==> config.mk <==
export PLATFORM = sky130hd
export DESIGN_NAME = qmc_config_region
export DESIGN_NICKNAME = d
export VERILOG_FILES = /design/src/hw/qmc_pkg.sv /design/src/hw/qmc_link_if.sv /design/src/hw/qmc_starve_cnt.sv /design/src/hw/qmc_link_calc.sv /design/src/hw/qmc_config_region.sv
export SDC_FILE = /design/constraint.sdc
export NUM_CORES = 2
export LEC_CHECK = 0
export BUFFER_PORTS_ARGS = -buffer_cell sky130_fd_sc_hd__buf_4
export CAP_MARGIN = 40
export CORE_ASPECT_RATIO = 0.6
export CORE_UTILIZATION = 63
export DETAILED_ROUTE_END_ITERATION = 7
export PLACE_DENSITY = 0.81
export SLEW_MARGIN = 40
export SYNTH_ARGS = -nofsm -noshare
export SYNTH_HDL_FRONTEND = slang
export SYNTH_HIERARCHICAL = 1
export SYNTH_SLANG_ARGS = --single-unit
==> constraint.sdc <==
create_clock -name sys_clk -period 5.5 [get_ports sys_clk]
set_clock_uncertainty 0.05 [all_clocks]
set_input_delay 1.375 -clock sys_clk [delete_from_list [all_inputs] [get_ports sys_clk]]
set_output_delay 1.375 -clock sys_clk [all_outputs]
set_load 0.02 [all_outputs]
==> src/hw/qmc_pkg.sv <==
`default_nettype none
package qmc_pkg;
    // register word offsets (byte addresses)
    localparam logic [7:0] OFS_REVISION  = 8'h00;
    localparam logic [7:0] OFS_MOVE_CMD  = 8'h08;
    localparam logic [7:0] OFS_L0_BASE   = 8'h0c;
    localparam logic [7:0] OFS_L0_SIZE   = 8'h10;
    localparam logic [7:0] OFS_L1_BASE   = 8'h14;
    localparam logic [7:0] OFS_STARVE_LO = 8'h20;
    localparam logic [7:0] OFS_STARVE_HI = 8'h5c;
    localparam int         ADDR_W        = 8;
    localparam int         DATA_W        = 32;
    // move command fields
    localparam int         MV_HEAD_BIT   = 31;
    localparam int         MV_DST_LSB    = 16;
    localparam int         MV_SRC_LSB    = 0;
    localparam int         QNUM_W        = 14;
    // revision word fields
    localparam int         RV_SCHEME_LSB = 30;
    localparam int         RV_FUNC_LSB   = 16;
    localparam int         RV_RTL_LSB    = 11;
    localparam int         RV_MAJ_LSB    = 8;
    localparam int         RV_CUST_LSB   = 6;
    localparam int         RV_MIN_LSB    = 0;
    localparam logic [1:0]  RV_SCHEME    = 2'h1;
    localparam logic [11:0] RV_FUNC      = 12'h5a1; // arbitrary identifier
    localparam logic [4:0]  RV_RTL       = 5'h01;
    localparam logic [2:0]  RV_MAJ       = 3'h0;
    localparam logic [1:0]  RV_CUST      = 2'h0;
    localparam logic [5:0]  RV_MIN       = 6'h00;
    // linking ram mapping
    localparam int         LINK_IDX_W    = 19;
    localparam int         LINK_SHIFT    = 2;  // one 32-bit word per entry
    // starvation counters
    localparam int         STARVE_GROUPS = 16;
    localparam int         STARVE_NUM    = 64;
    localparam int         STARVE_W      = 8;
    localparam logic [7:0] STARVE_MAX    = 8'hff;
    localparam int         GRP_SEL_LSB   = 2;
    localparam int         GRP_SEL_W     = 4;
endpackage
`default_nettype wire

==> src/hw/qmc_link_if.sv <==
`timescale 1ns/1ps
`default_nettype none
interface qmc_link_if;
    import qmc_pkg::*;
    logic [LINK_IDX_W-1:0] idx;
    logic                  idx_valid;
    logic [31:0]           base0;
    logic [LINK_IDX_W-1:0] count0;
    logic [31:0]           base1;
    logic [31:0]           addr;
    logic                  addr_valid;
    modport calc (input idx, idx_valid, base0, count0, base1,
                  output addr, addr_valid);
    modport cfg  (output idx, idx_valid, base0, count0, base1,
                  input addr, addr_valid);
endinterface
`default_nettype wire

==> src/hw/qmc_starve_cnt.sv <==
`timescale 1ns/1ps
`default_nettype none
module qmc_starve_cnt
    import qmc_pkg::*;
(
    // clock and reset
    input  wire logic                sys_clk,
    input  wire logic                rst_n,
    input  wire logic                clk_en,
    // events
    input  wire logic                bump,
    input  wire logic                clr,
    // count
    output logic [STARVE_W-1:0]      count_q
);
    logic [STARVE_W-1:0] count_d;
    wire                 at_max = (count_q == STARVE_MAX);

    // clear on read, but an event in that cycle still counts; saturate
    assign count_d = clr ? {{(STARVE_W-1){1'b0}}, bump}
                   : (bump && !at_max) ? count_q + 8'h01
                   : count_q;

    // counter storage
    always_ff @(posedge sys_clk or negedge rst_n) begin
        if (!rst_n) begin
            count_q <= 8'h00;
        end else if (clk_en) begin
            count_q <= count_d;
        end
    end

    a_starve_sat_hold: assert property (@(posedge sys_clk)
        disable iff (!rst_n)
        clk_en && at_max && !clr |=> count_q == STARVE_MAX)
        else $error("starvation counter left saturation");
    a_starve_read_clr: assert property (@(posedge sys_clk)
        disable iff (!rst_n)
        clk_en && clr && !bump |=> count_q == 8'h00)
        else $error("starvation counter not cleared by read");
endmodule
`default_nettype wire

==> src/hw/qmc_link_calc.sv <==
`timescale 1ns/1ps
`default_nettype none
module qmc_link_calc
    import qmc_pkg::*;
(
    // clock and reset
    input  wire logic   sys_clk,
    input  wire logic   rst_n,
    input  wire logic   clk_en,
    // mapping request and answer
    qmc_link_if.calc    lk
);
    wire                  in_r0   = (lk.idx <= lk.count0);
    wire [LINK_IDX_W-1:0] r1_off  = lk.idx - lk.count0 - 19'h00001;
    wire [31:0]           r0_addr = lk.base0 + (32'(lk.idx) << LINK_SHIFT);
    wire [31:0]           r1_addr = lk.base1 + (32'(r1_off) << LINK_SHIFT);

    // registered address; base assumed word aligned by software
    always_ff @(posedge sys_clk or negedge rst_n) begin
        if (!rst_n) begin
            lk.addr       <= 32'h0000_0000;
            lk.addr_valid <= 1'b0;
        end else if (clk_en) begin
            lk.addr_valid <= lk.idx_valid;
            if (lk.idx_valid) begin
                lk.addr <= in_r0 ? r0_addr : r1_addr;
            end
        end
    end

    a_link_region0: assert property (@(posedge sys_clk)
        disable iff (!rst_n)
        clk_en && lk.idx_valid && in_r0 |=> lk.addr == $past(r0_addr))
        else $error("region 0 index mapped to wrong address");
    a_link_region1: assert property (@(posedge sys_clk)
        disable iff (!rst_n)
        clk_en && lk.idx_valid && !in_r0 |=> lk.addr == $past(r1_addr))
        else $error("region 1 index mapped to wrong address");
endmodule
`default_nettype wire

==> src/hw/qmc_config_region.sv <==
// How it works
// - registers are read and written only as whole 32-bit words
// - writing the move command moves a whole source queue onto destination
// - moves are serialised; a pending move waits for the current one
// - command bit 31 clear appends at tail, set places at head
// - command bits 29-16 hold local destination queue, 0 to 16383
// - command bits 13-0 hold local source queue, 0 to 16383
// - unused command and revision bits read zero and ignore writes
// - linking address of region 0 indexes comes from region 0 base
// - region 0 size register sets the highest index that lives in region 0
// - indexes above region 0 size use region 1 base
// - sixteen words at 0x20 to 0x5c report starvation counts
// - revision word shows rtl, major and minor revision fields
// - revision word shows scheme, function and custom revision fields
// - 8-bit counters count empty pops, clear on read, saturate at 0xff
// - index not above 19-bit region 0 size lies in region 0
`timescale 1ns/1ps
`default_nettype none
module qmc_config_region
    import qmc_pkg::*;
(
    // clock and reset
    input  wire logic                   sys_clk,
    input  wire logic                   rst_n,
    input  wire logic                   clk_en,
    // word-wide register port
    input  wire logic [ADDR_W-1:0]      reg_addr,
    input  wire logic                   reg_wr,
    input  wire logic                   reg_rd,
    input  wire logic [DATA_W-1:0]      reg_wdata,
    output logic [DATA_W-1:0]           reg_rdata_q,
    output logic                        reg_wr_ready_q,
    // queue move request to the queue engine
    output logic                        move_req_q,
    output logic                        move_head_q,
    output logic [QNUM_W-1:0]           move_dst_q,
    output logic [QNUM_W-1:0]           move_src_q,
    input  wire logic                   move_done,
    // descriptor index to linking address
    input  wire logic [LINK_IDX_W-1:0]  link_idx,
    input  wire logic                   link_idx_valid,
    output logic [31:0]                 link_addr,
    output logic                        link_addr_valid,
    // pops of empty free queues
    input  wire logic [STARVE_NUM-1:0]  starve_pop
);
    // configuration registers
    logic [31:0]           l0_base_q;
    logic [LINK_IDX_W-1:0] l0_count_q;
    logic [31:0]           l1_base_q;

    // pending move slot
    logic                  pend_q;
    logic                  pend_head_q;
    logic [QNUM_W-1:0]     pend_dst_q;
    logic [QNUM_W-1:0]     pend_src_q;

    // address decode; only whole words exist, no byte lanes
    wire hit_rev    = (reg_addr == OFS_REVISION);
    wire hit_move   = (reg_addr == OFS_MOVE_CMD);
    wire hit_l0b    = (reg_addr == OFS_L0_BASE);
    wire hit_l0s    = (reg_addr == OFS_L0_SIZE);
    wire hit_l1b    = (reg_addr == OFS_L1_BASE);
    wire hit_starve = (reg_addr >= OFS_STARVE_LO) &&
                      (reg_addr <= OFS_STARVE_HI) &&
                      (reg_addr[1:0] == 2'h0);
    wire [ADDR_W-1:0]    starve_ofs = reg_addr - OFS_STARVE_LO;
    wire [GRP_SEL_W-1:0] grp_sel    =
        starve_ofs[GRP_SEL_LSB +: GRP_SEL_W];

    // write and read strobes
    wire wr_en   = clk_en && reg_wr;
    wire wr_move = wr_en && hit_move && reg_wr_ready_q;
    wire rd_en   = clk_en && reg_rd;

    // command fields; bits 30 and 15-14 are dropped
    wire              cmd_head = reg_wdata[MV_HEAD_BIT];
    wire [QNUM_W-1:0] cmd_dst  = reg_wdata[MV_DST_LSB +: QNUM_W];
    wire [QNUM_W-1:0] cmd_src  = reg_wdata[MV_SRC_LSB +: QNUM_W];

    // revision word; bits 29-28 stay zero
    wire [31:0] rev_word = {RV_SCHEME, 2'h0, RV_FUNC,
                            RV_RTL, RV_MAJ,
                            RV_CUST,
                            RV_MIN};

    // move sequencing conditions
    wire move_end   = move_req_q && move_done;
    wire start_new  = wr_move && (!move_req_q || (move_end && !pend_q));
    wire take_pend  = move_end && pend_q;
    wire park_new   = wr_move && !start_new;

    // starvation counters, one per free queue
    logic [STARVE_W-1:0] starve_cnt [STARVE_NUM];
    wire                 rd_starve = rd_en && hit_starve;

    genvar gi;
    generate
        for (gi = 0; gi < STARVE_NUM; gi++) begin : g_starve
            wire clr_i = rd_starve &&
                (grp_sel == GRP_SEL_W'(gi / 4));
            qmc_starve_cnt u_cnt (
                .sys_clk (sys_clk),
                .rst_n   (rst_n),
                .clk_en  (clk_en),
                .bump    (starve_pop[gi]),
                .clr     (clr_i),
                .count_q (starve_cnt[gi])
            );
        end
    endgenerate

    // four counters of the selected group, lowest queue in low byte
    wire [31:0] starve_word = {starve_cnt[{grp_sel, 2'h3}],
                               starve_cnt[{grp_sel, 2'h2}],
                               starve_cnt[{grp_sel, 2'h1}],
                               starve_cnt[{grp_sel, 2'h0}]};

    // a read clears all four counters of its word
    a_starve_clr_all: assert property (@(posedge sys_clk)
        disable iff (!rst_n)
        rd_starve && grp_sel == 4'h1 && starve_pop[7:4] == 4'h0
        |=> starve_cnt[4] == 8'h00 && starve_cnt[7] == 8'h00)
        else $error("starvation word read left a counter set");

    // read data selection; move word and unmapped read as zero
    wire [31:0] rd_word =
        hit_rev    ? rev_word :
        hit_l0b    ? l0_base_q :
        hit_l0s    ? {13'h0000, l0_count_q} :
        hit_l1b    ? l1_base_q :
        hit_starve ? starve_word :
        32'h0000_0000;

    // read data register
    always_ff @(posedge sys_clk or negedge rst_n) begin
        if (!rst_n) begin
            reg_rdata_q <= 32'h0000_0000;
        end else if (rd_en) begin
            reg_rdata_q <= rd_word;
        end
    end

    // words outside the map read as zero
    a_read_unmapped: assert property (@(posedge sys_clk)
        disable iff (!rst_n)
        rd_en && !(hit_rev || hit_l0b || hit_l0s || hit_l1b || hit_starve)
        |=> reg_rdata_q == 32'h0000_0000)
        else $error("unmapped word did not read zero");

    // read data holds between reads
    a_read_hold: assert property (@(posedge sys_clk)
        disable iff (!rst_n)
        !rd_en |=> $stable(reg_rdata_q))
        else $error("read data changed without a read");

    // linking configuration registers
    always_ff @(posedge sys_clk or negedge rst_n) begin
        if (!rst_n) begin
            l0_base_q  <= 32'h0000_0000;
            l0_count_q <= 19'h00000;
            l1_base_q  <= 32'h0000_0000;
        end else if (wr_en) begin
            if (hit_l0b) l0_base_q  <= reg_wdata;
            if (hit_l0s) l0_count_q <= reg_wdata[LINK_IDX_W-1:0];
            if (hit_l1b) l1_base_q  <= reg_wdata;
        end
    end

    // base registers take the whole written word
    a_base0_store: assert property (@(posedge sys_clk)
        disable iff (!rst_n)
        wr_en && hit_l0b |=> l0_base_q == $past(reg_wdata))
        else $error("region 0 base did not take write");

    a_base1_store: assert property (@(posedge sys_clk)
        disable iff (!rst_n)
        wr_en && hit_l1b |=> l1_base_q == $past(reg_wdata))
        else $error("region 1 base did not take write");

    // a frozen clock keeps every setting
    a_cfg_frozen: assert property (@(posedge sys_clk)
        disable iff (!rst_n)
        !clk_en |=> $stable(l0_base_q) && $stable(l0_count_q)
            && $stable(l1_base_q))
        else $error("settings changed while clock enable low");

    // active move: start, hand over from pending slot, or end
    always_ff @(posedge sys_clk or negedge rst_n) begin
        if (!rst_n) begin
            move_req_q  <= 1'b0;
            move_head_q <= 1'b0;
            move_dst_q  <= 14'h0000;
            move_src_q  <= 14'h0000;
        end else if (clk_en) begin
            if (start_new) begin
                move_req_q  <= 1'b1;
                move_head_q <= cmd_head;
                move_dst_q  <= cmd_dst;
                move_src_q  <= cmd_src;
            end else if (take_pend) begin
                move_req_q  <= 1'b1;
                move_head_q <= pend_head_q;
                move_dst_q  <= pend_dst_q;
                move_src_q  <= pend_src_q;
            end else if (move_end) begin
                move_req_q  <= 1'b0;
            end
        end
    end

    // a finished move with nothing waiting drops the request
    a_move_end_idle: assert property (@(posedge sys_clk)
        disable iff (!rst_n)
        clk_en && move_end && !pend_q && !wr_move |=> !move_req_q)
        else $error("move request stayed up after completion");

    // reserved command bits never reach the queue engine
    a_move_dst_field: assert property (@(posedge sys_clk)
        disable iff (!rst_n)
        start_new |=> move_dst_q == $past(reg_wdata[29:16]))
        else $error("destination queue differs from bits 29-16");

    a_move_src_field: assert property (@(posedge sys_clk)
        disable iff (!rst_n)
        start_new |=> move_src_q == $past(reg_wdata[13:0]))
        else $error("source queue differs from bits 13-0");

    // pending slot holds one command while a move is running
    always_ff @(posedge sys_clk or negedge rst_n) begin
        if (!rst_n) begin
            pend_q      <= 1'b0;
            pend_head_q <= 1'b0;
            pend_dst_q  <= 14'h0000;
            pend_src_q  <= 14'h0000;
        end else if (clk_en) begin
            if (park_new) begin
                pend_q      <= 1'b1;
                pend_head_q <= cmd_head;
                pend_dst_q  <= cmd_dst;
                pend_src_q  <= cmd_src;
            end else if (take_pend) begin
                pend_q      <= 1'b0;
            end
        end
    end

    // a parked command waits and closes the command word
    a_move_park: assert property (@(posedge sys_clk)
        disable iff (!rst_n)
        park_new |=> pend_q && !reg_wr_ready_q
            && pend_src_q == $past(cmd_src))
        else $error("second command not parked");

    // writes to the command word are refused while the slot is full
    always_ff @(posedge sys_clk or negedge rst_n) begin
        if (!rst_n) begin
            reg_wr_ready_q <= 1'b1;
        end else if (clk_en) begin
            reg_wr_ready_q <= !(park_new || (pend_q && !take_pend));
        end
    end

    // the command word is open exactly while the slot is empty
    a_ready_slot: assert property (@(posedge sys_clk)
        disable iff (!rst_n)
        reg_wr_ready_q == !pend_q)
        else $error("write ready disagrees with pending slot");

    // a refused write leaves the parked command untouched
    a_move_refused: assert property (@(posedge sys_clk)
        disable iff (!rst_n)
        wr_en && hit_move && !reg_wr_ready_q |=> $stable(pend_src_q)
            && $stable(pend_dst_q) && $stable(pend_head_q))
        else $error("refused command overwrote the pending slot");

    // linking address calculation
    qmc_link_if lk ();
    assign lk.idx       = link_idx;
    assign lk.idx_valid = link_idx_valid;
    assign lk.base0     = l0_base_q;
    assign lk.count0    = l0_count_q;
    assign lk.base1     = l1_base_q;
    assign link_addr       = lk.addr;
    assign link_addr_valid = lk.addr_valid;

    qmc_link_calc u_link (
        .sys_clk (sys_clk),
        .rst_n   (rst_n),
        .clk_en  (clk_en),
        .lk      (lk.calc)
    );

    // every mapping request is answered one cycle later
    a_link_answer: assert property (@(posedge sys_clk)
        disable iff (!rst_n)
        clk_en && link_idx_valid |=> link_addr_valid)
        else $error("mapping request got no answer");

    a_move_launch: assert property (@(posedge sys_clk)
        disable iff (!rst_n)
        wr_move && !move_req_q |=> move_req_q && move_src_q == $past(cmd_src)
            && move_dst_q == $past(cmd_dst))
        else $error("idle move write did not launch the move");
    a_move_head: assert property (@(posedge sys_clk)
        disable iff (!rst_n)
        wr_move && !move_req_q |=> move_head_q == $past(reg_wdata[31]))
        else $error("merge point differs from bit 31");
    a_move_atomic: assert property (@(posedge sys_clk)
        disable iff (!rst_n)
        move_req_q && !move_done |=> move_req_q && $stable(move_src_q)
            && $stable(move_dst_q) && $stable(move_head_q))
        else $error("running move changed before completion");
    a_move_pend_next: assert property (@(posedge sys_clk)
        disable iff (!rst_n)
        clk_en && move_end && pend_q |=> move_req_q
            && move_src_q == $past(pend_src_q))
        else $error("pending move not started after completion");
    a_move_read_zero: assert property (@(posedge sys_clk)
        disable iff (!rst_n)
        rd_en && hit_move |=> reg_rdata_q == 32'h0000_0000)
        else $error("command word did not read zero");
    a_rev_word_read: assert property (@(posedge sys_clk)
        disable iff (!rst_n)
        rd_en && hit_rev |=> reg_rdata_q[15:0] == {RV_RTL, RV_MAJ, RV_CUST,
            RV_MIN} && reg_rdata_q[31:30] == RV_SCHEME
            && reg_rdata_q[29:28] == 2'h0)
        else $error("revision word fields wrong");
    a_rev_func_read: assert property (@(posedge sys_clk)
        disable iff (!rst_n)
        rd_en && hit_rev |=> reg_rdata_q[27:16] == RV_FUNC
            && reg_rdata_q[7:6] == RV_CUST)
        else $error("revision function or custom field wrong");

    a_size_reserved: assert property (@(posedge sys_clk)
        disable iff (!rst_n)
        rd_en && hit_l0s |=> reg_rdata_q[31:19] == 13'h0000)
        else $error("size register upper bits not zero");
    a_size_store: assert property (@(posedge sys_clk)
        disable iff (!rst_n)
        wr_en && hit_l0s |=> l0_count_q == $past(reg_wdata[18:0]))
        else $error("size register did not take write");
    a_starve_group: assert property (@(posedge sys_clk)
        disable iff (!rst_n)
        rd_starve && grp_sel == 4'h0 |=>
            reg_rdata_q[7:0] == $past(starve_cnt[0]))
        else $error("starvation word 0 low byte wrong");
endmodule
`default_nettype wire

Yosys cells after proc, flatten, opt, wreduce, memory -nomap -nowiden
Index checks and enable logic that the tools add are counted.

Bits in registers: 721. Output and inout port bits: 96.

Add/sub/neg operators: 69. Order comparisons: 7. Equality and inequality tests: 83. Mux-type cells: 157. Bitwise logic cells: 4. Reduce and logical (&&, ||, !) cells: 306.

Operators by type and width (count): $mux W8 (136); $add A8 B1 Y8 const B (64); $eq A8 B8 Y1 const B (64); $bmux W8 S6 (4); $mux W32 (6); $reduce_and A2 Y1 (72); $reduce_bool A2 Y1 (66); $logic_and A1 B1 Y1 (93); $logic_not A1 Y1 (69); $add A32 B21 Y32 (2); $mux W14 (4); $eq A4 B4 Y1 const B (8); $ge A7 B7 Y1 const B (4); $not A6 Y7 (4); $le A19 B19 Y1 (1); $sub A19 B1 Y19 const B (1); $sub A19 B19 Y19 (1); $eq A4 B3 Y1 const B (4); $eq A8 B4 Y1 const B (2); $eq A8 B5 Y1 const B (2); $eq A4 B2 Y1 const B (2); $ge A8 B6 Y1 const B (1); $le A8 B7 Y1 const B (1); $logic_not A8 Y1 (1); other kinds (7) (14).

Logic depth before layout (Yosys ltp)
Depth in word-level cells: 10. Gate-level depth with buffers: 21.

By module
Netlist, hierarchy kept.

Modules (own cells, without submodules): qmc_starve_cnt (times used 64, cells each 50, area each 496.7 um^2, seq. area each 200.2 um^2); qmc_config_region (times used 1, cells each 923, area each 11664.9 um^2, seq. area each 4405.5 um^2); qmc_link_calc (times used 1, cells each 631, area each 4898.4 um^2, seq. area each 825.8 um^2).

Worst setup path before layout
OpenSTA, ideal clock, no wires.

Path type: input port to flip-flop. Start: input port link_idx[1]. End: register u_link.lk.addr[31]. Arrival time: 4.837 ns. Data required time: 5.318 ns. Slack: 0.482 ns. Stages on the path: 18. Buffers on the path: 0. Cells stage by stage: ha_1 > a21o_1 > a21oi_1 > o21ai_1 > a2111oi_2 > nor2_1 > a21o_1 > a21oi_1 > xnor2_1 > ha_1 > nand2_1 > a21oi_4 > nor2b_2 > o32a_4 > a211oi_4 > o2111ai_1 > xor2_1 > o221ai_2.

Cells in the longest elaborated chain, start to end: 4. Elaborated cells on any way between the ends: 6.

RTL lines: from (decl) (RTL line qmc_config_region.sv:40) `input wire logic [LINK_IDX_W-1:0] link_idx,`; $sub A19 B19 Y19 (RTL line qmc_link_calc.sv:14) `wire [LINK_IDX_W-1:0] r1_off = lk.idx - lk.count0 - 19'h00001;`; $sub A19 B1 Y19 (RTL line qmc_link_calc.sv:14); $add A32 B21 Y32 (RTL line qmc_link_calc.sv:16) `wire [31:0] r1_addr = lk.base1 + (32'(r1_off) << LINK_SHIFT);`; $mux W32 (*) (RTL line qmc_link_calc.sv:26) `lk.addr <= in_r0 ? r0_addr : r1_addr;`; to (signal assigned) (RTL line qmc_link_calc.sv:26); to (decl) (RTL line qmc_link_if.sv:13) `output addr, addr_valid);`.

Mark *: on every way between the ends. The rest lies on a longest branch, timed or not. A chain may end at the register's enable or synchronous reset.

Worst setup path after layout
Start: input port link_idx[1]. End: register u_link.lk.addr[30].

Same word-level chain as after synthesis.

==> flow_metrics.env <==
export IMPL_run_status="finished, violations left"
export IMPL_failed_checks="design-rule violations"
export IMPL_worstPathBufferInverterCount=3
export IMPL_design_final_nets=5255
export IMPL_post_drt_via_cell_ratio=7.04
export IMPL_reported_net_switching_power_mw=7.44
export IMPL_critical_path_startpoint_type="input pin"
export IMPL_grt_pass1_vias=39300
export IMPL_tightest_slew_ns=0.824
export IMPL_synth_net_count=5012
export IMPL_buffer_ports_inserted=225
export IMPL_ys_warn_count=6
export IMPL_crit_path_max_incr_delay_ns=0.46
export IMPL_detail_route_antenna_nets=0
export IMPL_synth_edff_count=0
export IMPL_arrival_ns=5.65
export IMPL_finalWirelength_um=155000
export IMPL_sequentialPowerShare_pct=44.4
export IMPL_syn_avg_cell_area_um2=10.2
export IMPL_share_comb_of_total_power_pct=28.0
export IMPL_layout_utilization_pct=71.0
export IMPL_worst_skew_pair_late_latency_ns=0.67
export IMPL_layout_setup_ws_ns=0.335
export IMPL_timing_hold_violations_final=0
export IMPL_synth_common_cells="sky130_fd_sc_hd__dfrtp_1, sky130_fd_sc_hd__a21oi_1, sky130_fd_sc_hd__nand2_1"
export IMPL_max_vdd_ir_drop_uv=257
export IMPL_critical_path_cell_chain="buf_4, ha_1, a21o_1, a21oi_1, o21ai_1, a2111oi_2, buf_4, o31a_1, o21bai_1, a21oi_1, xnor2_1, ha_1, nand2_1, o21a_1, a2bb2oi_1, buf_4, a31oi_1, o211ai_1, xnor2_1, a22oi_1, o21ai_1"
export IMPL_yosys_register_bits=721
export IMPL_synth_to_layout_area_growth_pct=11.2
export IMPL_drive_gt1_share_pct=23.8
export IMPL_worst_endpoint_required_ns=5.98
export IMPL_drtIter0Drc=6428
export IMPL_cts_htree_levels=3
export IMPL_slew_limit_headroom_pct=45.1
export IMPL_top_level_ports=226
export IMPL_post_route_drc_count=1
export IMPL_globalRouteTotalUtil_pct=39.4
export IMPL_shortest_clock_period_the_worst_path_allows_after_layout_ns=5.17
export IMPL_coreArea_um2=75700
export IMPL_grt_pass1_wl_um=238000
export IMPL_die_area_um2=77900
export IMPL_power_per_cell_area_nw_per_um2=366
export IMPL_grt_start_max_net_pins=109
export IMPL_detailroute_via_count=42700
export IMPL_fillerInstances=5489
export IMPL_post_drt_wl_per_cell_um=25.5
export IMPL_power_internal_mw=12.2
export IMPL_tritoncts_clock_tree="done"
export IMPL_total_power_mw=19.7
export IMPL_r2r_start="l0_count_q[1]"
export IMPL_cts_hold_fix_buffers=0
export IMPL_synthDominantAreaCellType="sky130_fd_sc_hd__dfrtp_1"
export IMPL_holdCritStartpoint="u_link/lk.addr[6]"
export IMPL_async_flop_share_pct=100
export IMPL_cts_root_buffer="sky130_fd_sc_hd__clkbuf_16"
export IMPL_dpl_instance_area_um2=51100
export IMPL_grt_antenna_before_repair=15
export IMPL_cts_repair_resized=0
export IMPL_place_detailed_hpwl_um=114000
export IMPL_maxCapViolations=0
export IMPL_storage_cell_area_um2=18000
export IMPL_clock_sink_count=721
export IMPL_floorplan_die_width_um=360
export IMPL_endpoint_kind="flip-flop"
export IMPL_critical_path_most_common_cell="sky130_fd_sc_hd__buf_4"
export IMPL_start_util_pct=63.8
export IMPL_p_sw_share_pct=37.8
export IMPL_cts_repair_timing_setup_buffer_count=0
export IMPL_setup_violations=0
export IMPL_multi_input_area_um2=28300
export IMPL_min_period_over_period_pct=93.9
export IMPL_yosysSeqAreaShare_pct=37.3
export IMPL_max_clock_path_buffers=3
export IMPL_clkTransAtPathRegs_ns=0.07
export IMPL_dp_slack_ns=-0.0915
export IMPL_crit_slowest_cell="sky130_fd_sc_hd__a31oi_1"
export IMPL_place_congestion=1.06
export IMPL_cpLargestDelayFamily="compound AO/OA/AOI/OAI gates"
export IMPL_timing_setup_critical_path_class="input pin to flip-flop"
export IMPL_synth_cell_area_um2=48400
export IMPL_worstSetupStartpoint="link_idx[1]"
export IMPL_post_route_cell_area_um2=53800
export IMPL_synth_top_area_share_pct=37.3
export IMPL_final_max_slew_viol_count=0
export IMPL_max_freq_mhz=194
export IMPL_cts_buffers_inserted=72
export IMPL_setup_total_negative_slack_ns=0
export IMPL_yosysUniqueCellTypes=96
export IMPL_synth_most_common_cell="sky130_fd_sc_hd__dfrtp_1"
export IMPL_fp_row_count=78
export IMPL_synthCells=4754
export IMPL_drt_pass1_iterations=8
export IMPL_min_delay_path_class="flip-flop to flip-flop"
export IMPL_synth_area_top_cells="sky130_fd_sc_hd__dfrtp_1, sky130_fd_sc_hd__a21oi_1, sky130_fd_sc_hd__mux4_2"
export IMPL_share_clk_of_total_power_pct=27.6
export IMPL_floorplan_die_height_um=217
export IMPL_globalRoute_totalOverflow=0
export IMPL_synth_main_ff_cell="sky130_fd_sc_hd__dfrtp_1"
export IMPL_maximum_fanout_count_along_the_critical_path=5
export IMPL_power_leakage_nw=23.6
export IMPL_unrepaired_setup_endpoints_after_global_routing="false"
## worst min-delay path, stage by stage, from the launching register on
cell	delay, ns
sky130_fd_sc_hd__dfrtp_1	0.35
sky130_fd_sc_hd__nand2_1	0.05
sky130_fd_sc_hd__o21ai_1	0.07
## power by group through the flow
stage | Sequential [mW] | Clock (mW) | Combinational (mW)
after floorplan | 7.98 | 0 | 3.89
after global placement | 8.57 | 0 | 5.15
after detailed placement | 8.65 | 0 | 5.34
after CTS | 8.59 | 5.50 | 5.38
after global routing | 8.92 | 5.69 | 5.97
final | 8.74 | 5.44 | 5.51
## logic make-up (layout without fill, tap and decap cells)
kind of cell / count (synthesis) / in the layout / synth area share, %
buf+inv: 401 / 698 / 4.32
other cells: 0 / 9 / 0
flops: 721 / 721 / 37.3
mux: 352 / 352 / 11.0
fa+ha+maj: 128 / 128 / 3.36
simple gates: 1485 / 1485 / 20.2
xor+xnor: 60 / 60 / 1.09
compound gates: 1607 / 1607 / 22.8
## per-layer routing
layer	wire, um	global-route usage [%]	vias to the layer above	part of all wire (%)
li1	-	-	18900	-
met1	67300	61.0	20900	44
met2	59200	49.7	2612	38
met3	22700	14.2	314	15
met4	5330	13.4	8	3.5
met5	59	0	-	0.038
## flip-flops by register name (all words and copies together), names as in the netlist
name,cells
g_starve.u_cnt/count_q,512
l0_base_q,32
l0_count_q,19
l1_base_q,32
move_dst_q,14
move_head_q,1
move_req_q,1
move_src_q,14
pend_dst_q,14
pend_head_q,1
pend_q,1
pend_src_q,14
reg_rdata_q,32
reg_wr_ready_q,1
u_link/lk.addr,32
u_link/lk.addr_valid,1
## through the flow
stage,instances,hold slack [ns]
floorplan,4754,0.430
global placement,5921,0.422
detailed placement,5922,0.431
CTS,6050,0.447
global route,6057,0.464
finish,6060,0.448
## layout make-up
type,instances,share of cell area (%)
repair buffers,335,5.04
well taps,1000,2.33
inverters,235,1.64
diodes,9,0.0419
flip-flops and latches,721,33.6
clock buffers,93,3.80
multi-input cells,3632,52.6
clock inverters,35,0.952
## final timing paths
kind,to,slack [ns],cells after the start
min in group asynchronous,g_starve[2].u_cnt/count_q[0],0.55,1
hold reg to reg,u_link/lk.addr[6],0.45,2
max in group asynchronous,move_src_q[1],3.51,3
setup / recovery,u_link/lk.addr[30],0.33,21
hold / removal,u_link/lk.addr[6],0.45,2
setup reg to reg,u_link/lk.addr[30],0.55,21
## layout by cell type (no fill, tap or decap), drive strengths merged, types with 127 or more instances in the layout
cell type  instances
and4             131
inv              239
a31o             128
a31oi            141
a21oi            714
mux4             127
o21ai            153
dfrtp            720
and3             268
nand2            275
nor2             252
buf              335
and2             198
nand3            218
Note: power is estimated with default switching activity, not from simulation.
